$ cat src/core/float_seq_pkg.sv
// register map, field layout and timing constants for the float ambient sequencer
package float_seq_pkg;

    // register offsets (8-bit register address space)
    localparam logic [7:0] OFF_SLOT_LED_SELECT     = 8'h14;
    localparam logic [7:0] OFF_SLOT_A_LED_TIMING   = 8'h30;
    localparam logic [7:0] OFF_SLOT_A_PULSE_PERIOD = 8'h31;
    localparam logic [7:0] OFF_SLOT_B_LED_TIMING   = 8'h35;
    localparam logic [7:0] OFF_SLOT_B_PULSE_PERIOD = 8'h36;
    localparam logic [7:0] OFF_PERIOD_HIGH_BITS    = 8'h37;
    localparam logic [7:0] OFF_SLOT_A_INTEGRATOR   = 8'h39;
    localparam logic [7:0] OFF_SLOT_B_INTEGRATOR   = 8'h3b;
    localparam logic [7:0] OFF_DEFAULT_CATHODE     = 8'h3c;
    localparam logic [7:0] OFF_SLOT_A_AMP_REF      = 8'h42;
    localparam logic [7:0] OFF_SLOT_A_FRONTEND     = 8'h43;
    localparam logic [7:0] OFF_SLOT_B_AMP_REF      = 8'h44;
    localparam logic [7:0] OFF_SLOT_B_FRONTEND     = 8'h45;
    localparam logic [7:0] OFF_CATHODE_BIAS        = 8'h54;
    localparam logic [7:0] OFF_PULSE_MATH          = 8'h58;
    localparam logic [7:0] OFF_SLOT_B_FLOAT_CTRL   = 8'h59;
    localparam logic [7:0] OFF_SLOT_A_FLOAT_CTRL   = 8'h5e;
    localparam logic [7:0] OFF_SEQ_STATUS          = 8'h70;

    // storage geometry
    localparam int REG_ADDR_W = 7;
    localparam int REG_DATA_W = 16;

    // field positions
    localparam int LEDSEL_A_LSB    = 0;
    localparam int LEDSEL_B_LSB    = 2;
    localparam int FLTEN_LSB       = 13;
    localparam int PRECON_LSB      = 8;
    localparam int PERIOD_LO_LSB   = 0;
    localparam int PULSES_LSB      = 8;
    localparam int PERIOD_HI_A_LSB = 0;
    localparam int PERIOD_HI_B_LSB = 8;
    localparam int CONNW_LSB       = 8;
    localparam int OFFSET_LSB      = 0;
    localparam int INTW_LSB        = 11;
    localparam int INTSTART_LSB    = 0;
    localparam int AMPREF_LSB      = 4;
    localparam int CATH_A_LSB      = 8;
    localparam int CATH_B_LSB      = 10;
    localparam int CATH_OVR_BIT    = 7;
    localparam int DEFCATH_A_LSB   = 0;
    localparam int DEFCATH_B_LSB   = 2;
    localparam int MATH_A_LSB      = 1;
    localparam int MATH_B_LSB      = 5;

    // field values
    localparam logic [1:0] LED_SEL_FLOAT    = 2'h0;
    localparam logic [1:0] FLOAT_ENABLE_ON  = 2'h3;
    localparam logic [1:0] MATH_SUB1_ADD2   = 2'h2;
    localparam logic [1:0] MATH_ADD1_SUB2   = 2'h1;
    localparam logic [1:0] AMPREF_0V9       = 2'h2;
    localparam logic [1:0] CATHODE_250MV    = 2'h2;

    // timing: clock period, microsecond unit and integrator start step
    localparam int CLOCK_PERIOD_PS = 40000;
    localparam int MICROSECOND_PS  = 1000000;
    localparam int INT_STEP_PS     = 31250;
    localparam int US_CYCLES       = MICROSECOND_PS / CLOCK_PERIOD_PS;

    // status word layout
    localparam int STAT_PULSE_LSB = 0;
    localparam int STAT_STATE_LSB = 8;
    localparam int STAT_SLOT_BIT  = 11;

    // pulse sequencer states
    typedef enum logic [2:0] {
        ST_IDLE,
        ST_PRECON,
        ST_FLOAT,
        ST_CONNECT,
        ST_NEGTAIL,
        ST_CONVERT
    } seq_state_t;

endpackage

$ cat src/core/float_ambient_sequencer.sv
// float ambient measurement sequencer with per-slot configuration registers
// Functional notes
// - second pulse minus first pulse result
// - only first pulse float differs; later use period
// - any pulse count sums all pulse results
// - zero emitter choice places slot in float
// - float enable value three floats photodiode
// - math value two: subtract first, add second
// - amp reference value two selects 0.9 V
// - cathode value two gives 250 mV bias
// - override bit selects per-slot cathode fields
// - precondition time precedes first float interval
// - 10-bit float period, high bits shared
// - connect width sets charge dump time
// - first float equals offset plus width minus precondition
// - integrator start counted in 31.25 ns steps
// - result spans second float minus first float
// - whole charge dump in negative integration phase
`timescale 1ns/1ps
module float_ambient_sequencer
    import float_seq_pkg::*;
#(
    parameter int RESULT_W = 20,  // per-pulse result width
    parameter int ACC_W    = 27   // sample accumulator width
) (
    input  wire logic                  clock,
    input  wire logic                  srst,
    input  wire logic                  regWrEn,
    input  wire logic                  regRdEn,
    input  wire logic [7:0]            regAddr,
    input  wire logic [REG_DATA_W-1:0] regWrData,
    output logic      [REG_DATA_W-1:0] regRdData,
    input  wire logic                  sampleStart,
    input  wire logic                  slotSelB,
    input  wire logic                  adcValid,
    input  wire logic [RESULT_W-1:0]   adcResult,
    output logic                       busy,
    output logic                       preconditionOn,
    output logic                       pdFloating,
    output logic                       pdConnected,
    output logic                       integratorPositive,
    output logic                       integratorNegative,
    output logic                       adcRequest,
    output logic      [1:0]            ampReferenceLevel,
    output logic                       ampReference0v9,
    output logic      [1:0]            cathodeBiasLevel,
    output logic                       reverseBias250mV,
    output logic                       sampleValid,
    output logic                       sampleSlotB,
    output logic      [ACC_W-1:0]      sampleData
);

    localparam int DIV_W = $clog2(US_CYCLES);   // microsecond divider width
    localparam int CYC_W = 16;                  // float cycle counter width

    // host-visible settings kept as flops for the sequencer
    typedef struct packed {
        logic [15:0] ledSelect;
        logic [15:0] aTiming;
        logic [15:0] aPeriod;
        logic [15:0] bTiming;
        logic [15:0] bPeriod;
        logic [15:0] periodHigh;
        logic [15:0] aIntegrator;
        logic [15:0] bIntegrator;
        logic [15:0] defaultCathode;
        logic [15:0] aAmpRef;
        logic [15:0] bAmpRef;
        logic [15:0] cathodeBias;
        logic [15:0] pulseMath;
        logic [15:0] bFloatCtrl;
        logic [15:0] aFloatCtrl;
    } settings_t;

    // whole module state
    typedef struct packed {
        seq_state_t      state;
        logic            slotB;
        logic [7:0]      pulseIdx;
        logic [9:0]      usLeft;
        logic [4:0]      negLeft;
        logic [DIV_W-1:0] divCnt;
        logic [CYC_W-1:0] floatCyc;
        logic [ACC_W-1:0] acc;
        logic            adcReq;
        logic            sampleValid;
        logic [ACC_W-1:0] sampleData;
        logic            rdStatus;
        logic            rdMapped;
        logic [15:0]     statusSnap;
        settings_t       cfg;
    } state_t;

    state_t q;                       // registered state
    state_t d;                       // next state
    logic [REG_DATA_W-1:0] memRdData; // stored register read data

    // decoded per-slot fields
    logic        curB;
    logic [1:0]  ledSel;
    logic [1:0]  floatEn;
    logic [4:0]  precon;
    logic [9:0]  period;
    logic [7:0]  pulses;
    logic [7:0]  effPulses;
    logic [4:0]  connW;
    logic [7:0]  dumpOffset;
    logic [4:0]  intW;
    logic [10:0] intStart;
    logic [1:0]  mathSel;
    logic [1:0]  ampRef;
    logic [1:0]  cathSel;
    logic        slotFloat;
    logic [10:0] float1Raw;
    logic [9:0]  float1;
    logic [31:0] startCycWide;
    logic [CYC_W-1:0] startCyc;
    logic        tick;
    logic        subtractNow;
    logic [ACC_W-1:0] pulseExt;
    logic [ACC_W-1:0] accNext;

    // true for every address held in register storage
    function automatic logic isMapped(input logic [7:0] a);
        unique case (a)
            OFF_SLOT_LED_SELECT, OFF_SLOT_A_LED_TIMING, OFF_SLOT_A_PULSE_PERIOD,
            OFF_SLOT_B_LED_TIMING, OFF_SLOT_B_PULSE_PERIOD, OFF_PERIOD_HIGH_BITS,
            OFF_SLOT_A_INTEGRATOR, OFF_SLOT_B_INTEGRATOR, OFF_DEFAULT_CATHODE,
            OFF_SLOT_A_AMP_REF, OFF_SLOT_A_FRONTEND, OFF_SLOT_B_AMP_REF,
            OFF_SLOT_B_FRONTEND, OFF_CATHODE_BIAS, OFF_PULSE_MATH,
            OFF_SLOT_B_FLOAT_CTRL, OFF_SLOT_A_FLOAT_CTRL: isMapped = 1'b1;
            default: isMapped = 1'b0;
        endcase
    endfunction

    // picks the slot B or slot A copy of a register
    function automatic logic [15:0] pick(input logic b, input logic [15:0] va,
                                         input logic [15:0] vb, input int lsb);
        pick = (b ? vb : va) >> lsb;
    endfunction

    // sign of a pulse result from the first/second pulse math field
    function automatic logic pulseSubtract(input logic [1:0] m, input logic [7:0] idx);
        if (idx == 8'h00) begin
            pulseSubtract = (m == MATH_SUB1_ADD2);
        end else if (idx == 8'h01) begin
            pulseSubtract = (m == MATH_ADD1_SUB2);
        end else begin
            pulseSubtract = 1'b0;
        end
    endfunction

    // register storage serving host reads
    reg_store #(
        .ADDR_W (REG_ADDR_W),
        .DATA_W (REG_DATA_W)
    ) u_store (
        .clock  (clock),
        .srst   (srst),
        .wrEn   (regWrEn && isMapped(regAddr)),
        .wrAddr (regAddr[REG_ADDR_W-1:0]),
        .wrData (regWrData),
        .rdEn   (regRdEn),
        .rdAddr (regAddr[REG_ADDR_W-1:0]),
        .rdData (memRdData)
    );

    // field decode for the slot in use
    always_comb begin
        curB       = (q.state == ST_IDLE) ? slotSelB : q.slotB;
        // each slot reads its own fields, except the cathode override bit both slots share
        ledSel     = curB ? q.cfg.ledSelect[LEDSEL_B_LSB +: 2]
                          : q.cfg.ledSelect[LEDSEL_A_LSB +: 2];
        floatEn    = 2'(pick(curB, q.cfg.aFloatCtrl, q.cfg.bFloatCtrl, FLTEN_LSB));
        precon     = 5'(pick(curB, q.cfg.aFloatCtrl, q.cfg.bFloatCtrl, PRECON_LSB));
        // low byte per slot, high pair from the shared register
        period     = {curB ? q.cfg.periodHigh[PERIOD_HI_B_LSB +: 2]
                           : q.cfg.periodHigh[PERIOD_HI_A_LSB +: 2],
                      8'(pick(curB, q.cfg.aPeriod, q.cfg.bPeriod, PERIOD_LO_LSB))};
        pulses     = 8'(pick(curB, q.cfg.aPeriod, q.cfg.bPeriod, PULSES_LSB));
        effPulses  = (pulses == 8'h00) ? 8'h01 : pulses;
        connW      = 5'(pick(curB, q.cfg.aTiming, q.cfg.bTiming, CONNW_LSB));
        dumpOffset = 8'(pick(curB, q.cfg.aTiming, q.cfg.bTiming, OFFSET_LSB));
        intW       = 5'(pick(curB, q.cfg.aIntegrator, q.cfg.bIntegrator, INTW_LSB));
        intStart   = 11'(pick(curB, q.cfg.aIntegrator, q.cfg.bIntegrator, INTSTART_LSB));
        mathSel    = curB ? q.cfg.pulseMath[MATH_B_LSB +: 2]
                          : q.cfg.pulseMath[MATH_A_LSB +: 2];
        ampRef     = 2'(pick(curB, q.cfg.aAmpRef, q.cfg.bAmpRef, AMPREF_LSB));
        // override bit chooses per-slot cathode fields over the default register
        if (q.cfg.cathodeBias[CATH_OVR_BIT]) begin
            cathSel = curB ? q.cfg.cathodeBias[CATH_B_LSB +: 2]
                           : q.cfg.cathodeBias[CATH_A_LSB +: 2];
        end else begin
            cathSel = curB ? q.cfg.defaultCathode[DEFCATH_B_LSB +: 2]
                           : q.cfg.defaultCathode[DEFCATH_A_LSB +: 2];
        end
        // float only with emitter choice zero and float enable three
        slotFloat  = (ledSel == LED_SEL_FLOAT) && (floatEn == FLOAT_ENABLE_ON);
        // first float = offset + connect width - precondition, floored at zero
        float1Raw  = {3'h0, dumpOffset} + {6'h00, connW} - {6'h00, precon};
        float1     = float1Raw[10] ? 10'h000 : float1Raw[9:0];
        // integrator start steps converted to clock cycles
        startCycWide = (32'(intStart) * 32'(INT_STEP_PS)) / 32'(CLOCK_PERIOD_PS);
        startCyc   = startCycWide[CYC_W-1:0];
        tick       = (q.divCnt == DIV_W'(US_CYCLES - 1));
        subtractNow = pulseSubtract(mathSel, q.pulseIdx);
        pulseExt   = ACC_W'($signed(adcResult));
        accNext    = subtractNow ? (q.acc - pulseExt) : (q.acc + pulseExt);
    end

    // next-state logic: sequencer, divider, host register writes and reads
    always_comb begin
        d = q;
        d.adcReq      = 1'b0;
        d.sampleValid = 1'b0;
        // microsecond enable divider runs only while sequencing
        if (q.state != ST_IDLE) begin
            d.divCnt = tick ? '0 : q.divCnt + 1'b1;
        end
        // cycles since the float interval began, saturating
        if (q.state == ST_FLOAT && q.floatCyc != '1) begin
            d.floatCyc = q.floatCyc + 1'b1;
        end
        // negative phase runs through connect and its tail
        if ((q.state == ST_CONNECT || q.state == ST_NEGTAIL) && tick && q.negLeft != 5'h00) begin
            d.negLeft = q.negLeft - 1'b1;
        end
        unique case (q.state)
            ST_IDLE: begin
                // a start for a slot not in float mode is ignored
                if (sampleStart && slotFloat) begin
                    d.slotB    = slotSelB;
                    d.acc      = '0;
                    d.pulseIdx = 8'h00;
                    d.usLeft   = {5'h00, precon};
                    d.divCnt   = '0;
                    d.state    = ST_PRECON;
                end
            end
            ST_PRECON: begin
                // precondition ends, first float begins
                if (q.usLeft == 10'h000) begin
                    d.usLeft   = float1;
                    d.divCnt   = '0;
                    d.floatCyc = '0;
                    d.state    = ST_FLOAT;
                end else if (tick) begin
                    d.usLeft = q.usLeft - 1'b1;
                end
            end
            ST_FLOAT: begin
                // float over: connect the diode and start the negative phase
                if (q.usLeft == 10'h000) begin
                    d.usLeft  = {5'h00, connW};
                    d.negLeft = intW;
                    d.divCnt  = '0;
                    d.state   = ST_CONNECT;
                end else if (tick) begin
                    d.usLeft = q.usLeft - 1'b1;
                end
            end
            ST_CONNECT: begin
                // charge dump window
                if (q.usLeft == 10'h000) begin
                    d.state = ST_NEGTAIL;
                end else if (tick) begin
                    d.usLeft = q.usLeft - 1'b1;
                end
            end
            ST_NEGTAIL: begin
                // integrator finishes the negative phase, then conversion
                if (q.negLeft == 5'h00) begin
                    d.adcReq = 1'b1;
                    d.state  = ST_CONVERT;
                end
            end
            ST_CONVERT: begin
                // add or subtract this pulse, then next pulse or finish
                if (adcValid) begin
                    d.acc      = accNext;
                    d.pulseIdx = q.pulseIdx + 1'b1;
                    if (q.pulseIdx + 8'h01 >= effPulses) begin
                        d.sampleData  = accNext;
                        d.sampleValid = 1'b1;
                        d.state       = ST_IDLE;
                    end else begin
                        d.usLeft   = period;
                        d.divCnt   = '0;
                        d.floatCyc = '0;
                        d.state    = ST_FLOAT;
                    end
                end
            end
        endcase
        // host writes update the working copy of each setting
        if (regWrEn && isMapped(regAddr)) begin
            unique case (regAddr)
                OFF_SLOT_LED_SELECT:     d.cfg.ledSelect      = regWrData;
                OFF_SLOT_A_LED_TIMING:   d.cfg.aTiming        = regWrData;
                OFF_SLOT_A_PULSE_PERIOD: d.cfg.aPeriod        = regWrData;
                OFF_SLOT_B_LED_TIMING:   d.cfg.bTiming        = regWrData;
                OFF_SLOT_B_PULSE_PERIOD: d.cfg.bPeriod        = regWrData;
                OFF_PERIOD_HIGH_BITS:    d.cfg.periodHigh     = regWrData;
                OFF_SLOT_A_INTEGRATOR:   d.cfg.aIntegrator    = regWrData;
                OFF_SLOT_B_INTEGRATOR:   d.cfg.bIntegrator    = regWrData;
                OFF_DEFAULT_CATHODE:     d.cfg.defaultCathode = regWrData;
                OFF_SLOT_A_AMP_REF:      d.cfg.aAmpRef        = regWrData;
                OFF_SLOT_B_AMP_REF:      d.cfg.bAmpRef        = regWrData;
                OFF_CATHODE_BIAS:        d.cfg.cathodeBias    = regWrData;
                OFF_PULSE_MATH:          d.cfg.pulseMath      = regWrData;
                OFF_SLOT_B_FLOAT_CTRL:   d.cfg.bFloatCtrl     = regWrData;
                OFF_SLOT_A_FLOAT_CTRL:   d.cfg.aFloatCtrl     = regWrData;
                default: ; // frontend config is only stored
            endcase
        end
        // read path: status snapshot or stored word, unmapped reads zero
        d.rdStatus   = regRdEn && (regAddr == OFF_SEQ_STATUS);
        d.rdMapped   = regRdEn && isMapped(regAddr);
        d.statusSnap = '0;
        d.statusSnap[STAT_PULSE_LSB +: 8] = q.pulseIdx;
        d.statusSnap[STAT_STATE_LSB +: 3] = q.state;
        d.statusSnap[STAT_SLOT_BIT]       = q.slotB;
    end

    // state register
    always_ff @(posedge clock) begin
        if (srst) begin
            q <= '0;
        end else begin
            q <= d;
        end
    end

    // outputs
    assign regRdData          = q.rdStatus ? q.statusSnap : (q.rdMapped ? memRdData : '0);
    assign busy               = (q.state != ST_IDLE);
    assign preconditionOn     = (q.state == ST_PRECON);
    assign pdFloating         = (q.state == ST_FLOAT);
    assign pdConnected        = (q.state == ST_PRECON) || (q.state == ST_CONNECT);
    // positive phase opens at the programmed start inside the float interval
    assign integratorPositive = (q.state == ST_FLOAT) && (q.floatCyc >= startCyc);
    assign integratorNegative = (q.state == ST_CONNECT) || (q.state == ST_NEGTAIL);
    assign adcRequest         = q.adcReq;
    assign ampReferenceLevel  = ampRef;
    assign ampReference0v9    = (ampRef == AMPREF_0V9);
    assign cathodeBiasLevel   = cathSel;
    assign reverseBias250mV   = preconditionOn && (cathSel == CATHODE_250MV);
    assign sampleValid        = q.sampleValid;
    assign sampleSlotB        = q.slotB;
    assign sampleData         = q.sampleData;

endmodule // float_ambient_sequencer

$ cat src/core/reg_store.sv
// small register memory with registered read data
`timescale 1ns/1ps
module reg_store #(
    parameter int ADDR_W = 7,
    parameter int DATA_W = 16
) (
    input  wire logic              clock,
    input  wire logic              srst,
    input  wire logic              wrEn,
    input  wire logic [ADDR_W-1:0] wrAddr,
    input  wire logic [DATA_W-1:0] wrData,
    input  wire logic              rdEn,
    input  wire logic [ADDR_W-1:0] rdAddr,
    output logic      [DATA_W-1:0] rdData
);

    logic [DATA_W-1:0] mem [2**ADDR_W]; // word storage, contents undefined until written

    // write port
    always_ff @(posedge clock) begin
        if (wrEn) begin
            mem[wrAddr] <= wrData;
        end
    end

    // read port, data held in a register
    always_ff @(posedge clock) begin
        if (srst) begin
            rdData <= '0;
        end else if (rdEn) begin
            rdData <= mem[rdAddr];
        end
    end

endmodule // reg_store

$ cat config.mk
export PLATFORM = sky130hd
export DESIGN_NAME = float_ambient_sequencer
export DESIGN_NICKNAME = d
export VERILOG_FILES = /design/src/core/float_seq_pkg.sv /design/src/core/float_ambient_sequencer.sv /design/src/core/reg_store.sv
export SDC_FILE = /design/constraint.sdc
export NUM_CORES = 2
export LEC_CHECK = 0
export ABC_AREA = 0
export BUFFER_PORTS_ARGS = -buffer_cell sky130_fd_sc_hd__buf_2
export CAP_MARGIN = 40
export CORE_MARGIN = 4
export CORE_UTILIZATION = 50
export DETAILED_ROUTE_END_ITERATION = 6
export PLACE_DENSITY_LB_ADDON = 0.05
export SLEW_MARGIN = 30
export SYNTH_ARGS = -nofsm -noshare
export SYNTH_HDL_FRONTEND = slang
export SYNTH_SLANG_ARGS = --single-unit
$ cat constraint.sdc
create_clock -name clock -period 35.8 [get_ports clock]
set_input_delay 1.79 -clock clock [delete_from_list [all_inputs] [get_ports clock]]
set_output_delay 1.79 -clock clock [all_outputs]
set_load 0.01 [all_outputs]
### Word-level counts from Yosys, hierarchy flattened

Memory sizes are Yosys's and may differ from the RTL's. A register that Yosys moved wholly into a read port is not among the register bits.
Cells that the tools add are included.

| word-level totals | value |
|---|---|
| memories kept | 1 |
| RAM bits | 2,048 |
| word-level logic and storage cells | 185 |
| register bits after elaboration | 362 |

Memories:

| name | words | bits a word | rd ports | clocked after Yosys merged registers in | wr ports | RTL line | source |
|---|---|---|---|---|---|---|---|
| u_store.mem | 128 | 16 | 1 | 1 | 1 | reg_store.sv:17 | `logic [DATA_W-1:0] mem [2**ADDR_W];` |

| operators by class | value |
|---|---|
| add/subtract/negate cells | 9 |
| multipliers | 1 |
| reductions and logical operators | 45 |
| equality and inequality tests | 39 |
| bitwise operators | 3 |
| $lt $le $gt $ge | 2 |
| muxes and demuxes | 54 |
| divide/modulo/power cells | 1 |

Operator list:

| operator | number |
|---|---|
| 2-to-1 mux 16 bit | 5 |
| equality test 8 x 7 -> 1 bit (second input constant) | 9 |
| 2-to-1 mux 10 bit | 7 |
| equality test 8 x 6 -> 1 bit (second input constant) | 8 |
| 2-to-1 mux 27 bit | 2 |
| one-hot mux 27 bit (2 select lines) | 1 |
| one-hot mux 10 bit (5 select lines) | 1 |
| 2-to-1 mux 48 bit | 1 |
| 2-to-1 mux 21 bit | 2 |
| divider 26 x 16 -> 32 bit (second input constant) | 1 |
| one-hot mux 16 bit (2 select lines) | 1 |
| AND reduction 2 bit | 16 |
| 2-to-1 mux 28 bit | 1 |
| adder 27 bit | 1 |
| subtractor 27 bit | 1 |
| multiplier 11 x 14 -> 25 bit (second input constant) | 1 |
| 2-to-1 mux 5 bit | 5 |
| 2-to-1 mux 22 bit | 1 |
| one-hot mux 5 bit (4 select lines) | 1 |
| 2-to-1 mux 18 bit | 1 |
| one-hot mux 3 bit (6 select lines) | 1 |
| OR reduction 17 bit | 1 |
| adder 16 x 1 -> 16 bit (second input constant) | 1 |
| >= comparator 16 bit | 1 |
| other kinds (42) | 84 |

### Logic depth before layout (Yosys ltp)

| logic depth | value |
|---|---|
| word-level depth | 9 |
| gate-level depth with buffers | 92 |

### Modules after synthesis

Synthesis repeated with hierarchy kept, for this count alone.

| second synthesis, totals | value |
|---|---|
| cells, all modules | 6,529 |
| area, all modules | 103,152.7 µm² |

By module, submodules not included:

| module | cells an instance | area each (µm²) | instances | seq. area each (µm²) |
|---|---|---|---|---|
| reg_store | 3,575 | 79,578.8 | 1 | 61,819.3 |
| float_ambient_sequencer | 2,954 | 23,573.9 | 1 | 4,944.7 |

### Worst setup path before layout

No wires, ideal clock.

| path | value |
|---|---|
| kind | input -> output |
| from | in slotSelB |
| to | out integratorPositive |
| data required time | 34.010 ns |
| path slack | 13.589 ns |
| stages on the path | 83 |
| path buffers | 8 |
| data arrival time | 20.421 ns |
| cell sequence | or4b_4 > and2_1 > clkbuf_1 > buf_1 > clkbuf_1 > clkbuf_1 > mux2i_1 > inv_1 > ha_1 > fa_1 > inv_1 > fa_1 > inv_1 > fa_1 > ha_1 > ha_1 > clkbuf_1 > and4_1 > [... 47 more ...] > o211ai_1 > a32oi_1 > o2111ai_1 > ha_1 > nand2b_1 > a21o_1 > a21oi_1 > nor2b_1 > o21ai_0 > nand2b_1 > a21oi_1 > nor2b_1 > o21ai_0 > nand2b_1 > a21oi_1 > nor2b_1 > o21ai_0 > a311oi_1 |

| between the ends | value |
|---|---|
| longest elaborated chain between the ends | 6 |

RTL lines:

| item | RTL line | source |
|---|---|---|
| start, declared | float_ambient_sequencer.sv:34 | `input wire logic slotSelB,` |
| 2-to-1 mux 1 bit | float_ambient_sequencer.sv:170 | `curB = (q.state == ST_IDLE) ? slotSelB : q.slotB;` |
| 2-to-1 mux 16 bit | float_ambient_sequencer.sv:139 | `pick = (b ? vb : va) >> lsb;` |
| multiplier 11 x 14 -> 25 bit | float_ambient_sequencer.sv:203 | `startCycWide = (32'(intStart) * 32'(INT_STEP_PS)) / 32'(CLOCK_PERIOD_PS);` |
| divider 26 x 16 -> 32 bit | float_ambient_sequencer.sv:203 |  |
| >= comparator 16 bit | float_ambient_sequencer.sv:341 | `assign integratorPositive = (q.state == ST_FLOAT) && (q.floatCyc >= startCyc);` |
| logical AND 1 bit | float_ambient_sequencer.sv:341 |  |
| end, declared | float_ambient_sequencer.sv:41 | `output logic integratorPositive,` |

Every way passes these cells.

### Final worst setup path

Ends and elaborated chain as after synthesis.

==> impl_metrics.ini <==
[power]
clock_power_share = 0.398
p_comb_frac = 0.065
internal-power_w = 0.00464
ir_drop_mv = 0.0528
cellPowerDensity_mw_per_mm2 = 49.3
p_leak_nw = 44.5
switching_share = 0.212
power_switching_w = 0.00124
pwr-share-seq = 0.537

[cells_and_area]
seqCellArea_sq_mm = 0.0668
area_growth_pct = 18.1
multi_input_area_sq_mm = 0.0392
layout.nets = 8191
final_cells = 10800
drive_above_1_share = 0.171
n_fill_cell = 15800
final_core_util = 0.595

[timing]
hold_viol = 0
tightestPinTransition_ps = 885
fmax_ghz = 0.0375
finClkSkew_ps = 34.7
hold_ws_ps = 453
fin_setup_tns_ps = 0
maxSlewViolCount = 0
maxSlewHeadroom = 0.410
period_minus_slack_ps = 26670
final.period_utilization = 0.745
grt_setup_unrepaired = false
setup_viol = 0

[run]
maxCapViolations = 0

[floorplan]
die_w_microns = 458
die_y_microns = 458
fp-row-count = 164
initial_core_util = 0.504
core_area_sq_mm = 0.200
ios = 109
die_area_sq_mm = 0.209

[clocking]
clock_latency_ps = 860
numCtsBuffers = 234
cts_tree = done
path_clk_slew_ps = 60
cts.path.max_buffers = 3
cts_hold_buf = 0
cts-root-buf = clkbuf_16
h-tree-depth = 4
ctsResizeCount = 0
cts.sinks = 2311
cts_setup_buffers = 0

[synth]
yosys_warnings = 0
synth_edf_count = 2048
synth_area_per_cell_sq_um = 16.7
netlist_instances = 6042
synth_top_area_share = 0.608
synth_common_cells = edfxtp_1 (2048), mux4_2 (675), nand2_1 (536), nor2_1 (288), a21oi_1 (275)
ys_async_sr_fraction = 0
synth_top_area_cell = edfxtp_1
ys_ff_latch = 2311
synth_flop_cell = edfxtp_1
synth_cell_types = 136
synth_most_common_cell = edfxtp_1
yosys-top-cells-area = edfxtp_1 (61%), mux4_2 (15%), dfxtp_1 (5.2%)
ys_seq_area_frac = 0.661
syn-cell-area_sq_mm = 0.101

[worst_setup_path]
crit_fanout = 33
reg2regPathDepth = 39
endpoint_kind = output pin
critical_path_arrival_ps = 24880
startpoint_type = input pin
slowest_stage = nor4b_1
crit_required_ps = 34010
setup.worst_path.start = slotSelB
crit_path_max_incr_delay_ps = 760
reg2reg_from = d[248]
crit_path_end = integratorPositive
r2r_slack_ps = 26350
criticalPathCategory = input pin to output pin
rr_endpoint = q[312]

[detailed_routing]
wl_mm = 219
drc = 0
num_vias = 56400
drt_pass1_iterations = 5
wire_per_inst_microns = 20.2
drtIter0Drc = 4141
viasPerCell = 5.21
ant_nets = 0

[global_routing]
grt_usage = 0.212
antenna_found_initial = 10
grt_pass1_wl_mm = 340
grt_start_max_net_pins = 127
grt_pass1_vias = 57700
grt-ovfl-total = 0

[placed_design]
dpl.cell_count = 10400
gp_congestion = 0.871
hpwl_mm = 144
io_buffers = 108

[min_path]
hp-start = sampleData[2]
min_path_type = flop to flop
min_path_cells = 2

[outcome]
outcome = completed
[area by class of cell]
cell class                 instances  area share
inverter                         121     0.00390
sequential                      2311       0.559
timing repair buffer             243      0.0184
multi-input combinational       5053       0.328
clock buffer                     294      0.0525
tap                             2656      0.0278
antenna                            4   0.0000838
clock inverter                   151     0.00975
[stage by stage]
stage	worst slack (ps)	total power [W]	area, sq um
floorplan	13590	0.00345	108000
global placement	9160	0.00358	111000
detailed placement	9110	0.00360	112000
CTS	9020	0.00596	119000
global route	7590	0.00612	119000
finish	9130	0.00588	119000
[cells by family after synthesis]
group,count (synthesis),synth area share
other,1,0.0000371
adders and majority gates,176,0.0243
buffers and inverters,453,0.0186
muxes,763,0.159
AOI/OAI and AO/OA,848,0.0586
xor gates and xnor gates,204,0.0180
and+or+nand+nor,1286,0.0606
DFF,2311,0.661
[routing by layer]
metal	vias to the layer above	GRT usage	share of wire
met2	954	0.353	0.49
met4	6	0.0654	0.030
li1	26200	-	-
met3	364	0.0312	0.037
met5	-	0	0.00018
met1	28900	0.291	0.44
[power by group through the flow]
| stage | combinational [W] | sequential, W | clock [W] |
|---|---|---|---|
| 2_1_floorplan | 0.000252 | 0.00320 | 0 |
| 3_5_place_dp | 0.000380 | 0.00322 | 0 |
| 5_1_grt | 0.000417 | 0.00317 | 0.00254 |
| 6_report | 0.000380 | 0.00316 | 0.00234 |
| 3_3_place_gp | 0.000370 | 0.00321 | 0 |
| 4_1_cts | 0.000381 | 0.00316 | 0.00242 |
[worst max-delay path, delay by kind of cell]
family / cells / cell delay, ps
mux: 2 / 1030
compound gates: 34 / 9210
fa+ha+maj: 6 / 2220
simple gates: 22 / 7080
xor+xnor: 3 / 730
buf+inv: 12 / 2700
[worst min path at each step]
stage | slack [ps] | end
floorplan | 430 | q[96]
detailed placement | 450 | q[165]
finish | 450 | sampleData[2]
CTS | 450 | q[165]
global route | 470 | sampleData[24]
global placement | 440 | q[99]
[layout by cell type, fill, tap and decap left out, types with 38 or more instances in the layout]
cell type,instances
clkinv_1,73
buf_4,107
and3_1,38
clkbuf_16,239
o21ai_0,101
clkinv_2,55
nor2_1,285
conb_1,1776
edfxtp_1,2048
inv_1,108
dfxtp_1,263
a21o_1,63
buf_2,86
xor2_1,74
a22oi_1,38
clkbuf_1,47
mux2i_1,72
a211oi_1,52
ha_1,142
nand2_1,535
nor3_1,60
nor2b_1,39
mux4_2,675
xnor2_1,124
nand3_1,76
a21oi_1,275
[sequential cells by signal (all words and copies together), names as in the netlist]
register,flops
sampleSlotB,1
q,206
adcRequest,1
u_store.mem,2048
sampleData,27
sampleValid,1
u_store.rdData,16
d,11
(Power assumes the default switching activity.)
